### src/include/sbp_pkg.sv
package sbp_pkg;

   // ************************************************************
   // Status register layout
   // ************************************************************
   localparam int         WR_DISABLE_BIT = 7;
   localparam int         PROT_MSB_BIT   = 6;
   localparam int         TOP_BOTTOM_BIT = 5;
   localparam int         PROT_LO_HI_BIT = 4;
   localparam int         PROT_LO_LO_BIT = 2;
   localparam int         WEL_BIT        = 1;
   localparam int         WIP_BIT        = 0;
   localparam logic [7:0] STATUS_RESET   = 8'h00;

   // ************************************************************
   // Memory map and protection codes
   // ************************************************************
   localparam int         SECTOR_BITS    = 11;
   localparam int         SECTOR_SHIFT   = 16;
   localparam int         ADDR_BITS      = 27;
   localparam logic [3:0] CODE_NONE      = 4'h0;
   localparam logic [3:0] CODE_ALL_FIRST = 4'hc;

   // ************************************************************
   // Timing
   // ************************************************************
   localparam int CLK_PERIOD_NS = 10;
   localparam int OP_TIME_NS    = 2000;
   localparam int OP_CYCLES     =
      (OP_TIME_NS + CLK_PERIOD_NS - 1) / CLK_PERIOD_NS;

   typedef enum logic [1:0] {
      SBP_IDLE = 2'b01,
      SBP_BUSY = 2'b10
   } sbp_state_t;

endpackage

### src/design/sbp_range_decode.sv
`timescale 1ns/1ps
`default_nettype none
module sbp_range_decode #(
   parameter int SECTOR_BITS = sbp_pkg::SECTOR_BITS
) (
   input  wire logic [3:0]             protectCode,
   input  wire logic                   bottomSel,
   input  wire logic [SECTOR_BITS-1:0] sector,
   output logic                        isProtected
);

   // ************************************************************
   // Range decode
   // ************************************************************
   // Top mode compares against the complement, so no subtractor is
   // needed: sector >= 2^S - k is the same as ~sector < k.
   logic [SECTOR_BITS:0] span;
   logic [SECTOR_BITS:0] topIndex;
   logic                 inSpan;
   wire                  allSectors;
   wire                  noSectors;

   assign allSectors = protectCode >= sbp_pkg::CODE_ALL_FIRST;
   assign noSectors  = protectCode == sbp_pkg::CODE_NONE;

   always_comb begin
      span     = '0;
      topIndex = {1'b0, ~sector};
      if (!noSectors && !allSectors) begin
         span = (SECTOR_BITS+1)'(1) << (protectCode - 4'h1);
      end
      if (bottomSel) begin
         inSpan = {1'b0, sector} < span;
      end else begin
         inSpan = topIndex < span;
      end
   end

   assign isProtected = allSectors || (!noSectors && inSpan);

endmodule
`default_nettype wire

### src/design/sbp_status_block.sv
`timescale 1ns/1ps
`default_nettype none
module sbp_status_block #(
   parameter int OP_CYCLES   = sbp_pkg::OP_CYCLES,
   parameter int SECTOR_BITS = sbp_pkg::SECTOR_BITS,
   parameter int ADDR_BITS   = sbp_pkg::ADDR_BITS
) (
   input  wire logic                 clock,
   input  wire logic                 rst,
   input  wire logic                 writeProtectN,
   input  wire logic                 cmdWriteEnable,
   input  wire logic                 cmdWriteDisable,
   input  wire logic                 cmdReadStatus,
   input  wire logic                 cmdWriteStatus,
   input  wire logic [7:0]           writeStatusData,
   input  wire logic                 cmdWriteNvConfig,
   input  wire logic                 cmdProgErase,
   input  wire logic [ADDR_BITS-1:0] progEraseAddr,
   input  wire logic                 cmdDieErase,
   input  wire logic                 cmdClearFlags,
   output logic [7:0]                statusRead,
   output logic                      statusValid,
   output logic [7:0]                statusLive,
   output logic                      cmdAccepted,
   output logic                      cmdRefused,
   output logic                      protectError,
   output logic                      flagReady
);

   // ************************************************************
   // Elaboration checks
   // ************************************************************
   // The counter is 16 bits wide; longer cycles would wrap.
   if (OP_CYCLES < 1 || OP_CYCLES > 65535) begin : gBadCycles
      $error("OP_CYCLES out of range");
   end
   if (ADDR_BITS != SECTOR_BITS + sbp_pkg::SECTOR_SHIFT) begin : gBadMap
      $error("address width does not match sector count");
   end

   // ************************************************************
   // State
   // ************************************************************
   sbp_pkg::sbp_state_t state_r;
   sbp_pkg::sbp_state_t state_nxt;
   logic [15:0]         count_r;
   logic [15:0]         count_nxt;
   logic                wrDisable_r;
   logic                topBottom_r;
   logic [3:0]          protBits_r;
   logic                wel_r;
   logic                wip_r;
   logic                ready_r;
   logic                pendWrite_r;
   logic [7:0]          pendData_r;
   logic [7:0]          statusRead_r;
   logic                statusValid_r;
   logic                accepted_r;
   logic                refused_r;
   logic                protErr_r;

   // ************************************************************
   // Decode
   // ************************************************************
   wire        isIdle;
   wire        cycleDone;
   wire        hwLocked;
   wire        targetProt;
   wire        protClear;
   wire        wsOk;
   wire        nvOk;
   wire        peOk;
   wire        dieOk;
   wire        protHit;
   wire        startOp;
   wire        anyWrite;
   wire        refuseNow;
   wire        setWel;
   wire        clrWel;
   wire [7:0]  liveStatus;
   wire [SECTOR_BITS-1:0] targetSector;

   assign isIdle    = state_r == sbp_pkg::SBP_IDLE;
   assign cycleDone = (state_r == sbp_pkg::SBP_BUSY) && (count_r == 16'h0001);

   // A frozen register stays frozen for as long as the pin is low.
   assign hwLocked  = wrDisable_r && !writeProtectN;

   assign targetSector = progEraseAddr[ADDR_BITS-1:sbp_pkg::SECTOR_SHIFT];

   sbp_range_decode #(
      .SECTOR_BITS (SECTOR_BITS)
   ) u_sbp_range_decode (
      .protectCode (protBits_r),
      .bottomSel   (topBottom_r),
      .sector      (targetSector),
      .isProtected (targetProt)
   );

   assign protClear = protBits_r == sbp_pkg::CODE_NONE;

   assign wsOk  = isIdle && cmdWriteStatus && wel_r && !hwLocked;
   assign nvOk  = isIdle && cmdWriteNvConfig && wel_r;
   assign peOk  = isIdle && cmdProgErase && wel_r && !targetProt;
   assign dieOk = isIdle && cmdDieErase && wel_r && protClear;

   assign protHit = isIdle && wel_r &&
                    ((cmdProgErase && targetProt) ||
                     (cmdDieErase && !protClear));

   assign startOp  = wsOk || nvOk || peOk || dieOk;
   assign anyWrite = cmdWriteStatus || cmdWriteNvConfig ||
                     cmdProgErase || cmdDieErase;

   // While busy, only reads and flag clears are served.
   assign refuseNow = (anyWrite && !startOp) ||
                      (!isIdle && (cmdWriteEnable || cmdWriteDisable));

   assign setWel = isIdle && cmdWriteEnable && !cmdWriteDisable;
   assign clrWel = (isIdle && cmdWriteDisable) || cycleDone;

   assign liveStatus = {wrDisable_r, protBits_r[3], topBottom_r,
                        protBits_r[2:0], wel_r, ~ready_r};

   // ************************************************************
   // Cycle sequencer
   // ************************************************************
   always_comb begin
      state_nxt = state_r;
      count_nxt = count_r;
      case (state_r)
         sbp_pkg::SBP_IDLE: begin
            if (startOp) begin
               state_nxt = sbp_pkg::SBP_BUSY;
               count_nxt = 16'(OP_CYCLES);
            end
         end
         sbp_pkg::SBP_BUSY: begin
            count_nxt = count_r - 16'h0001;
            if (cycleDone) begin
               state_nxt = sbp_pkg::SBP_IDLE;
            end
         end
         default: begin
            state_nxt = sbp_pkg::SBP_IDLE;
            count_nxt = 16'h0000;
         end
      endcase
   end

   always_ff @(posedge clock) begin
      if (rst) begin
         state_r <= sbp_pkg::SBP_IDLE;
         count_r <= 16'h0000;
      end else begin
         state_r <= state_nxt;
         count_r <= count_nxt;
      end
   end

   // Both views of busy come from the same next state, so the
   // status bit and the flag bit never disagree.
   always_ff @(posedge clock) begin
      if (rst) begin
         wip_r   <= 1'b0;
         ready_r <= 1'b1;
      end else begin
         wip_r   <= state_nxt == sbp_pkg::SBP_BUSY;
         ready_r <= state_nxt != sbp_pkg::SBP_BUSY;
      end
   end

   // ************************************************************
   // Status register storage
   // ************************************************************
   always_ff @(posedge clock) begin
      if (rst) begin
         wel_r <= sbp_pkg::STATUS_RESET[sbp_pkg::WEL_BIT];
      end else if (clrWel) begin
         wel_r <= 1'b0;
      end else if (setWel) begin
         wel_r <= 1'b1;
      end
   end

   always_ff @(posedge clock) begin
      if (rst) begin
         pendWrite_r <= 1'b0;
         pendData_r  <= sbp_pkg::STATUS_RESET;
      end else if (wsOk) begin
         pendWrite_r <= 1'b1;
         pendData_r  <= writeStatusData;
      end else if (cycleDone) begin
         pendWrite_r <= 1'b0;
      end
   end

   // Nonvolatile bits take the new value when the write cycle ends.
   always_ff @(posedge clock) begin
      if (rst) begin
         wrDisable_r <= sbp_pkg::STATUS_RESET[sbp_pkg::WR_DISABLE_BIT];
         topBottom_r <= sbp_pkg::STATUS_RESET[sbp_pkg::TOP_BOTTOM_BIT];
         protBits_r  <= {sbp_pkg::STATUS_RESET[sbp_pkg::PROT_MSB_BIT],
                         sbp_pkg::STATUS_RESET[sbp_pkg::PROT_LO_HI_BIT:
                                               sbp_pkg::PROT_LO_LO_BIT]};
      end else if (cycleDone && pendWrite_r) begin
         wrDisable_r <= pendData_r[sbp_pkg::WR_DISABLE_BIT];
         topBottom_r <= pendData_r[sbp_pkg::TOP_BOTTOM_BIT];
         protBits_r  <= {pendData_r[sbp_pkg::PROT_MSB_BIT],
                         pendData_r[sbp_pkg::PROT_LO_HI_BIT:
                                    sbp_pkg::PROT_LO_LO_BIT]};
      end
   end

   // ************************************************************
   // Answers
   // ************************************************************
   always_ff @(posedge clock) begin
      if (rst) begin
         statusRead_r  <= sbp_pkg::STATUS_RESET;
         statusValid_r <= 1'b0;
      end else begin
         statusValid_r <= cmdReadStatus;
         if (cmdReadStatus) begin
            statusRead_r <= liveStatus;
         end
      end
   end

   always_ff @(posedge clock) begin
      if (rst) begin
         accepted_r <= 1'b0;
         refused_r  <= 1'b0;
      end else begin
         accepted_r <= startOp;
         refused_r  <= refuseNow;
      end
   end

   // A new hit in the clearing cycle wins, so no error is lost.
   always_ff @(posedge clock) begin
      if (rst) begin
         protErr_r <= 1'b0;
      end else if (protHit) begin
         protErr_r <= 1'b1;
      end else if (cmdClearFlags) begin
         protErr_r <= 1'b0;
      end
   end

   assign statusRead   = statusRead_r;
   assign statusValid  = statusValid_r;
   assign statusLive   = {wrDisable_r, protBits_r[3], topBottom_r,
                          protBits_r[2:0], wel_r, wip_r};
   assign cmdAccepted  = accepted_r;
   assign cmdRefused   = refused_r;
   assign protectError = protErr_r;
   assign flagReady    = ready_r;

endmodule
`default_nettype wire

### config.mk
export PLATFORM = sky130hd
export DESIGN_NAME = sbp_status_block
export DESIGN_NICKNAME = d
export VERILOG_FILES = /design/src/include/sbp_pkg.sv /design/src/design/sbp_range_decode.sv /design/src/design/sbp_status_block.sv
export SDC_FILE = /design/constraint.sdc
export NUM_CORES = 1
export LEC_CHECK = 0
export ABC_AREA = 1
export BUFFER_PORTS_ARGS = -buffer_cell sky130_fd_sc_hd__buf_2
export CORE_MARGIN = 2
export CORE_UTILIZATION = 30
export CTS_CLUSTER_DIAMETER = 30
export CTS_CLUSTER_SIZE = 14
export DETAILED_ROUTE_END_ITERATION = 7
export GPL_TIMING_DRIVEN = 1
export HOLD_SLACK_MARGIN = 0.06
export PLACE_DENSITY = 0.5
export SLEW_MARGIN = 25
export SYNTH_ARGS = -nofsm -noshare
export SYNTH_HDL_FRONTEND = slang
export SYNTH_SLANG_ARGS = --single-unit
### constraint.sdc
create_clock -name clock -period 5.3 [get_ports clock]
set_input_delay 1.325 -clock clock [delete_from_list [all_inputs] [get_ports clock]]
set_output_delay 1.325 -clock clock [all_outputs]
set_load 0.01 [all_outputs]
==> run_results.csv, run 1 <==
group,metric,value,unit
synthesis,synth_fa_ha_area_share,11.4,%
synthesis,post_synth_num_cell_types,33,
timing,hold_viol,0,
synthesis,syn_area,0.00285,sq mm
detailed_routing,wire_per_inst,11.6,microns
timing,post-route-min-period,3.16,ns
finish,instances_no_fill,581,
setup_path,path_class,"in2reg",
setup_path,startpoint,"progEraseAddr[25]",
synthesis,synth_top_cell_by_area,"dfxtp_1",
synthesis,synth_top_cell_area_share,32.4,%
timing,fin_worst_skew,0.0154,ns
synthesis,synth_top_family_by_area,"simple AND/OR/NAND/NOR gates",
finish,fillerInstances,1026,
pwr,vdd_drop_max,148,uV
detailed_routing,wirelength,6.72,mm
grt,grt_pass1_vias,2374,
worst_hold_path,holdCritPathClass,"reg2reg",
timing,finalSetupViolations,0,
finish,diodes,0,
setup_path,crit_top_cell,"nand2_1",
floorplanning,initial_core_util,30.8,%
timing,maxSlewHeadroom,49.7,%
clock_network,cts.clk_slew.worst_paths,0.10,ns
clock_network,clock_latency,0.30,ns
detailed_routing,top_layer,"met4",
setup_path,cp.arrival,3.40,ns
grt,grt_pass1_wl,10.9,mm
setup_path,crit_path_cell_trace,"buf_2 -> inv_1 -> ha_1 -> nor2_1 -> nand3_1 -> nor3_1 -> nand2_1 -> nand2_1 -> nand2_1 -> nand3_2 -> nand3_2 -> nand3_2 -> nand2_1 -> nand2_1 -> inv_1 -> nor2_1",
clock_network,cts.sinks,46,
pwr,p_leak,1.60,nW
synthesis,synth_compound_area_share,13.9,%
job,max_cap_violations,0,
grt,antenna_found_initial,0,
synthesis,syn-num-nets,486,
floorplanning,coreArea,0.00924,sq mm
detailed_routing,drt_iter0_markers,121,
grt,grtUsageTotal,13.4,%
detailed_routing,met3_length,257,microns
floorplanning,ios,67,
place,placed_area,0.00313,sq mm
finish,fin_nets,523,
timing,fin_crit_sh,59.5,%
setup_path,cp-end-kind,"register",
synthesis,yosysWarnings,0,
clock_network,cts_resized,0,
detailed_routing,vias_per_cell,4.40,
setup_path,r2r_start,"protBits_r[1]$_SDFFE_PP0P_",
timing,drv_slew,0,
detailed_routing,ant_nets,0,
setup_path,cp_slowest_cell,"nand3_2",
clock_network,htreeDepth,2,
setup_path,cpPeakStageDelay,0.40,ns
floorplanning,die-area,0.0103,sq mm
detailed_routing,wl_met1,3.41,mm
worst_hold_path,hold_start,"pendWrite_r$_SDFFE_PP0P_",
place,gp_congestion,0.897,
detailed_routing,drc_errors,0,
clock_network,root_buffer,"clkbuf_8",
grt,grt-ovfl-total,0,
synthesis,synth-seq-area-share,32.4,%
floorplanning,die_h,101,microns
finish,drive_above_1_share,15.3,%
synthesis,syn_inst,414,
detailed_routing,wl_met2,2.99,mm
synthesis,synth_top_cells_by_area,"dfxtp_1 (32%), ha_1 (11%), nor2_1 (9.9%), nand2_1 (9.2%), inv_1 (8.3%)",
timing,tightest_slew,0.754,ns
setup_path,worstPathRequired,5.55,ns
synthesis,synthXorXnorAreaFrac,2.15,%
grt,grt_max_degree,30,
synthesis,muxShareOfSynthArea,0,%
clock_network,cts_tree,"done",
clock_network,cts-buffers-inserted,5,
setup_path,crit_fanout,29,
timing,tns,0,ns
timing,rsz0062_at_grt,"no",
clock_network,clk_path_buf_depth,2,
place,port-buffer-count,48,
setup_path,start_kind,"input pin",
outcome,status,"finished clean",
pwr,power_density,423,mW/mm^2
place,dp_cells,573,
timing,fmax,317,MHz
finish,design_area,0.00322,sq mm
synthesis,avgSynthCellArea,6.88,sq um
floorplanning,die_w,101,microns
floorplanning,row_count,35,
synthesis,synth_simple_gate_area_share,27.5,%
place,dp_hpwl,5.29,mm
synthesis,ys_ff_latch,46,
finish,synthToLayoutAreaGrowth,13.1,%
clock_network,cts_hold_buf,0,
detailed_routing,vias,2557,
clock_network,cts_setup_buffers,0,
detailed_routing,firstDrtPassIters,4,
kinds of logic (layout without fill, tap and decap cells):
kind of cell | count (synthesis) | count (layout)
flip-flops | 46 | 46
adder cells (fa/ha/maj) | 26 | 26
XOR/XNOR | 7 | 7
AO/OA/AOI/OAI | 69 | 69
buffers and inverters | 82 | 120
AND/OR/NAND/NOR | 184 | 184
registers in the layout (all words and copies together) (netlist names):
register / cells
cmdAccepted: 1
cmdRefused: 1
count_r: 16
flagReady: 1
pendData_r: 6
pendWrite_r: 1
protBits_r: 4
protectError: 1
state_r: 2
statusRead: 8
statusValid: 1
topBottom_r: 1
wel_r: 1
wip_r: 1
wrDisable_r: 1
cell usage in the layout, fill, tap and decap left out, types with 7 or more instances in the layout:
cell type / synthesis / routed
nor2_1: 75 / 75
nand2_1: 70 / 70
inv_1: 63 / 63
buf_2: 2 / 48
dfxtp_1: 46 / 46
o21ai_0: 30 / 30
ha_1: 26 / 26
a21oi_1: 22 / 22
nand3_1: 14 / 14
nand4_1: 7 / 7
a211oi_1: 7 / 7
cells in the mapped netlist:
master and n:
ha_1 26, a31o_2 1, buf_6 1, nand2_1 70, inv_1 63, dfxtp_1 46
nand3_1 14, o41ai_1 1, a211oi_1 7, nor3_1 5, o31ai_1 1, nor4_1 3
or2_2 2, buf_4 8, o21bai_1 2, nor3b_1 2, nor2_2 2, clkbuf_1 6
inv_2 1, nand4_1 7, a21oi_2 2, o21ai_0 30, buf_8 1, nor2_4 1
nor2_1 75, xnor2_1 5, xor2_1 2, buf_2 2, a21oi_1 22, o22ai_2 1
a32oi_1 1, o21ai_1 1, nand3_2 3
through the flow:
stage	power [W]	hold slack, ns	util (%)	setup slack [ns]
finish	0.00136	0.472	34.8	2.14
global route	0.00150	0.490	34.8	1.87
CTS	0.00138	0.472	34.8	2.11
detailed placement	0.00116	0.453	33.9	1.80
global placement	0.00115	0.451	33.9	1.81
floorplan	0.00105	0.441	-	2.43
where the power goes:
part	switching, W	internal, W
registers	0.0000694	0.000420
logic	0.000406	0.000248
clock network	0.000127	0.0000929
layer usage:
| layer | up-vias | track usage (%) |
|---|---|---|
| met1 | 1127 | 17.6 |
| met4 | 0 | 3.43 |
| met2 | 39 | 22.2 |
| li1 | 1386 | - |
| met5 | - | 0 |
| met3 | 5 | 2.97 |
worst paths after layout:
path | to | slack [ns] | cells after the start
worst max-delay path | wip_r$_SDFF_PP0_ | 2.14 | 16
worst min register to register | pendWrite_r$_SDFFE_PP0P_ | 0.47 | 2
worst min-delay path | pendWrite_r$_SDFFE_PP0P_ | 0.47 | 2
worst max register to register | wip_r$_SDFF_PP0_ | 2.40 | 17
worst max-delay path, delay by kind of cell:
kind                     cells  cell delay (ns)
AND/OR/NAND/NOR             12             1.58
buffers and inverters        3             0.19
adder cells (fa/ha/maj)      1             0.30
final cells by class:
cell class | count | area, sq um | share of cell area [%]
Sequential cell | 46 | 921 | 28.6
Multi-Input combinational cell | 286 | 1570 | 48.7
Inverter | 64 | 240 | 7.46
Clock inverter | 3 | 21.3 | 0.661
Timing Repair Buffer | 48 | 240 | 7.46
Clock buffer | 5 | 68.8 | 2.14
Tap cell | 129 | 161 | 5.01
No activity file was read; power rests on OpenSTA's default activity.
==> inputs of run 2 (changes only) <==
- PLACE_DENSITY: 0.5 -> 0.51
- clock period: 5.3 -> 2.69 ns (I/O delays scaled with it)
==> run 2 against run 1 <==
Final cell count grew 1.2%; total power grew 120%; combinational power grew 110%; sequential share of layout area shrank 1.1 points; global-route usage grew 0.21 points; critical path depth grew 2; sequential power grew 97%; sequential cell count is the same; via count grew 1.6%; non-clock buffer count grew 7.
==> run_results.csv, run 2 (synthesis gave the netlist of run 1 again) <==
group,metric,value,unit
place,gp_congestion,0.826,
finish,drive_above_1_share,18.1,%
finish,largest_reg_flops,16,
clock_network,clk_path_buf_depth,2,
outcome,status,"finished clean",
timing,fmax,420,MHz
timing,tightest_slew,0.437,ns
setup_path,crit_path_cell_trace,"inv_1 -> nor2_4 -> nand2_1 -> ha_1 -> inv_1 -> a21oi_1 -> a21oi_1 -> nor2_1 -> nand2_1 -> nand2_1 -> nand3_2 -> nand3_2 -> nand3_2 -> buf_12 -> nand2_1 -> nand2_1 -> inv_1 -> nor2_1",
finish,fin_nets,530,
finish,final_common_cell,"nor2_1",
grt,grt_max_degree,17,
timing,hold_viol,0,
clock_network,clock_latency,0.30,ns
detailed_routing,firstDrtPassIters,5,
setup_path,crit_fanout,15,
setup_path,worstPathRequired,2.89,ns
detailed_routing,drt_iter0_markers,90,
floorplanning,die_w,101,microns
floorplanning,row_count,35,
setup_path,worst-r2r-setup-slack,0.31,ns
grt,grt-ovfl-total,0,
detailed_routing,wirelength,6.59,mm
finish,diodes,0,
setup_path,crit_top_cell,"nand2_1",
finish,top_register,"count_r",
place,dp_hpwl,5.28,mm
pwr,power_density,882,mW/mm^2
floorplanning,die_h,101,microns
setup_path,path_class,"reg2reg",
finish,synthToLayoutAreaGrowth,18.2,%
clock_network,cts-buffers-inserted,5,
floorplanning,die-area,0.0103,sq mm
timing,fin_worst_skew,0.00913,ns
timing,fin_crit_sh,88.6,%
floorplanning,ios,67,
grt,grtUsageTotal,13.6,%
finish,layout_common_cells,"nor2_1 (71), nand2_1 (70), inv_1 (63), buf_2 (48), dfxtp_1 (43)",
clock_network,cts_resized,0,
timing,tns,0,ns
floorplanning,coreArea,0.00924,sq mm
timing,drv_slew,0,
finish,postLayoutCoreUtil,36.4,%
pwr,p_leak,1.67,nW
detailed_routing,ant_nets,0,
setup_path,start_kind,"register",
clock_network,cts.clk_slew.worst_paths,0.09,ns
clock_network,htreeDepth,2,
setup_path,cp_slowest_cell,"dfxtp_2",
grt,antenna_found_initial,0,
pwr,total_power,0.00297,W
clock_network,cts_setup_buffers,0,
clock_network,cts_hold_buf,0,
timing,post-route-min-period,2.38,ns
pwr,vdd_drop_max,335,uV
setup_path,cpPeakStageDelay,0.40,ns
setup_path,cp.arrival,2.59,ns
setup_path,cp-end-kind,"register",
clock_network,cts_tree,"done",
timing,finalSetupViolations,0,
place,port-buffer-count,48,
detailed_routing,wire_per_inst,11.2,microns
timing,maxSlewHeadroom,70.6,%
detailed_routing,vias_per_cell,4.42,
job,max_cap_violations,0,
timing,rsz0062_at_grt,"no",
worst_hold_path,holdCritPathClass,"reg2reg",
grt,grt_pass1_wl,11.3,mm
detailed_routing,vias,2597,
grt,grt_pass1_vias,2478,
detailed_routing,drc_errors,0,
clock_network,root_buffer,"clkbuf_8",
clock_network,cts.sinks,46,
floorplanning,initial_core_util,30.8,%
-- run 2: layout make-up --
cell class              instances  area (sq um)
inverters                      64           240
flip-flops and latches         46           925
repair buffers                 55           309
clock buffers                   6          82.6
clock inverters                 2          60.1
multi-input cells             286          1590
fillers                      1018          5880
well taps                     129           161
-- run 2: worst max-delay path, delay by kind of cell, from the launching register on --
family,cells,cell delay [ns]
adders and majority gates,1,0.35
DFF,1,0.40
and+or+nand+nor,11,0.97
buffers and inverters,4,0.39
AOI/OAI and AO/OA,2,0.19
-- run 2: path summary, 6_finish.rpt --
kind | from | to | cells after the start
hold reg to reg | flagReady$_SDFF_PP1_ | statusRead[0]$_SDFFE_PP0P_ | 1
setup reg to reg | protBits_r[3]$_SDFFE_PP0P_ | wip_r$_SDFF_PP0_ | 18
hold / removal | flagReady$_SDFF_PP1_ | statusRead[0]$_SDFFE_PP0P_ | 1
setup / recovery | protBits_r[3]$_SDFFE_PP0P_ | wip_r$_SDFF_PP0_ | 18
-- run 2: report_power, final --
part	total (W)	switching, W	internal [W]
combinational	0.00138	0.000820	0.000559
clock	0.000624	0.000228	0.000396
sequential	0.000965	0.000137	0.000828
-- run 2: per-layer routing --
layer | GRT usage, % | part of all wire (%)
met1 | 18.0 | 50
met2 | 22.2 | 44
met3 | 3.73 | 5.8
met4 | 2.91 | 0.91
met5 | 0 | 0
-- run 2: through the flow --
| stage | worst slack, ns | cells | hold WS, ns | cell area [sq um] |
|---|---|---|---|---|
| finish | 0.306 | 588 | 0.472 | 3360 |
| global route | 0.0106 | 588 | 0.508 | 3360 |
| CTS | 0.132 | 588 | 0.480 | 3340 |
| detailed placement | 0.151 | 580 | 0.462 | 3190 |
| global placement | 0.144 | 580 | 0.451 | 3190 |
| floorplan | 0.461 | 414 | 0.441 | 2850 |
==> inputs of run 3 (changes only) <==
- CORE_MARGIN: 2 -> default
- CORE_UTILIZATION: 30 -> 29
- PLACE_DENSITY: 0.51 -> 0.5
- SKIP_LAST_GASP: default -> 1
==> run 3 against run 2 <==
Critical path depth is 2 lower; critical endpoint is now count_r[12]$_SDFFE_PP0P_; count of clock-buffer cells in the layout is 1 lower; utilization is 0.54 points lower; first-iteration DRC count is 5.6% lower; register-to-register slack worse by 0.07 ns.
==> run_results.csv, run 3 (synthesis gave the netlist of run 1 again) <==
group,metric,value,unit
worst_hold_path,hold_path_end,"pendWrite_r$_SDFFE_PP0P_",
clock_network,clk_path_buf_depth,2,
setup_path,r2r_start,"protBits_r[3]$_SDFFE_PP0P_",
setup_path,cpPeakStageDelay,0.39,ns
clock_network,cts.sinks,46,
setup_path,cp-end-kind,"register",
pwr,total_power,0.00290,W
timing,hold_viol,0,
setup_path,cp_slowest_cell,"dfxtp_2",
finish,top_register,"count_r",
setup_path,cp.arrival,2.65,ns
finish,design_area,0.00336,sq mm
worst_hold_path,hold-path-cell-count,2,
finish,fin_nets,532,
floorplanning,initial_core_util,30.4,%
timing,drv_slew,0,
timing,tightest_slew,0.414,ns
finish,diodes,0,
pwr,p_leak,1.67,nW
detailed_routing,vias,2597,
setup_path,crit_fanout,16,
grt,grt-ovfl-total,0,
timing,finalSetupViolations,0,
clock_network,cts_tree,"done",
detailed_routing,wirelength,6.84,mm
grt,grtUsageTotal,14.1,%
detailed_routing,vias_per_cell,4.40,
setup_path,path_delay_family,"simple AND/OR/NAND/NOR gates",
detailed_routing,ant_nets,0,
clock_network,htreeDepth,2,
floorplanning,ios,67,
detailed_routing,drc_errors,0,
floorplanning,row_count,35,
timing,rsz0062_at_grt,"no",
clock_network,cts_resized,0,
place,gp_congestion,0.834,
setup_path,start_kind,"register",
clock_network,cts.clk_slew.worst_paths,0.09,ns
outcome,status,"finished clean",
detailed_routing,drt_iter0_markers,85,
place,dp_hpwl,5.41,mm
detailed_routing,firstDrtPassIters,4,
job,max_cap_violations,0,
setup_path,crit_top_cell,"nand2_1",
timing,fin_worst_skew,0.00939,ns
floorplanning,die-area,0.0102,sq mm
timing,fin_crit_sh,91.1,%
floorplanning,die_h,101,microns
timing,maxSlewHeadroom,72.2,%
clock_network,cts_hold_buf,0,
grt,grt_max_degree,17,
floorplanning,coreArea,0.00937,sq mm
pwr,power_density,863,mW/mm^2
clock_network,cts_setup_buffers,0,
pwr,vdd_drop_max,371,uV
finish,largest_reg_flops,16,
timing,tns,0,ns
grt,antenna_found_initial,0,
setup_path,reg2reg_depth,16,
clock_network,root_buffer,"clkbuf_8",
setup_path,path_class,"reg2reg",
timing,post-route-min-period,2.45,ns
setup_path,worstPathRequired,2.89,ns
finish,final_common_cell,"nand2_1",
finish,layout_common_cells,"nand2_1 (70), nor2_1 (68), inv_1 (63), buf_2 (48), dfxtp_1 (44)",
setup_path,crit_path_cell_trace,"inv_1 -> nor2_4 -> nand2_1 -> ha_1 -> nand2_1 -> o21bai_1 -> a21oi_1 -> nor2_1 -> nand2_1 -> nand2_1 -> nand3_2 -> nand3_2 -> nand3_2 -> buf_12 -> o21ai_0 -> nor2_1",
grt,grt_pass1_vias,2440,
finish,drive_above_1_share,19.1,%
timing,fmax,408,MHz
grt,grt_pass1_wl,11.3,mm
clock_network,cts-buffers-inserted,5,
place,placed_area,0.00322,sq mm
finish,fillerInstances,1043,
setup_path,worst-r2r-setup-slack,0.24,ns
worst_hold_path,hold_start,"pendWrite_r$_SDFFE_PP0P_",
worst_hold_path,holdCritPathClass,"reg2reg",
setup_path,crit_buf_inv,2,
clock_network,clock_latency,0.30,ns
setup_path,worst_r2r_endpoint,"count_r[12]$_SDFFE_PP0P_",
detailed_routing,wire_per_inst,11.6,microns
place,port-buffer-count,48,
finish,synthToLayoutAreaGrowth,18.1,%
floorplanning,die_w,101,microns
run 3: through the flow:
stage	util (%)	hold slack, ns	setup slack (ns)	std cells
floorplan	-	0.441	0.461	414
global placement	34.4	0.450	0.169	582
detailed placement	34.4	0.451	0.168	582
CTS	35.5	0.465	0.152	590
global route	35.9	0.484	0.0164	590
finish	35.9	0.467	0.238	590
run 3: worst max-delay path by stage:
stage                          endpoint  slack (ns)  cells past startpoint                  startpoint
2_1_floorplan  count_r[14]$_SDFFE_PP0P_        0.46                     17  protBits_r[3]$_SDFFE_PP0P_
3_3_place_gp    count_r[9]$_SDFFE_PP0P_        0.17                     17  protBits_r[3]$_SDFFE_PP0P_
3_5_place_dp    count_r[6]$_SDFFE_PP0P_        0.17                     17  protBits_r[3]$_SDFFE_PP0P_
4_1_cts         count_r[9]$_SDFFE_PP0P_        0.15                     17  protBits_r[3]$_SDFFE_PP0P_
5_1_grt                wip_r$_SDFF_PP0_        0.02                     18  protBits_r[2]$_SDFFE_PP0P_
6_report       count_r[12]$_SDFFE_PP0P_        0.24                     16  protBits_r[3]$_SDFFE_PP0P_
run 3: final cells by class:
type | instances | area (sq um) | share of cell area, %
Timing Repair Buffer | 57 | 333 | 9.90
Inverter | 64 | 240 | 7.15
Tap cell | 129 | 161 | 4.80
Multi-Input combinational cell | 286 | 1600 | 47.5
Sequential cell | 46 | 923 | 27.5
Clock buffer | 5 | 68.8 | 2.05
Clock inverter | 3 | 40.0 | 1.19
run 3: per-layer routing:
metal  global-route usage (%)  vias up  part of all wire [%]
li1                         -     1401                     -
met2                     23.4       38                    45
met1                     18.6     1152                    50
met4                     4.01        0                   1.2
met5                        0        -                     0
met3                     2.43        6                   3.4
run 3: tightest hold or removal path, stage by stage (launching register included):
cell and delay [ns]:
dfxtp_1 0.32, nand2_1 0.06, a21oi_1 0.05
run 3: report_power, final:
part,switching (W),internal [W]
logic,0.000840,0.000583
clock network,0.000240,0.000274
registers,0.000135,0.000828
total,0.00122,0.00168
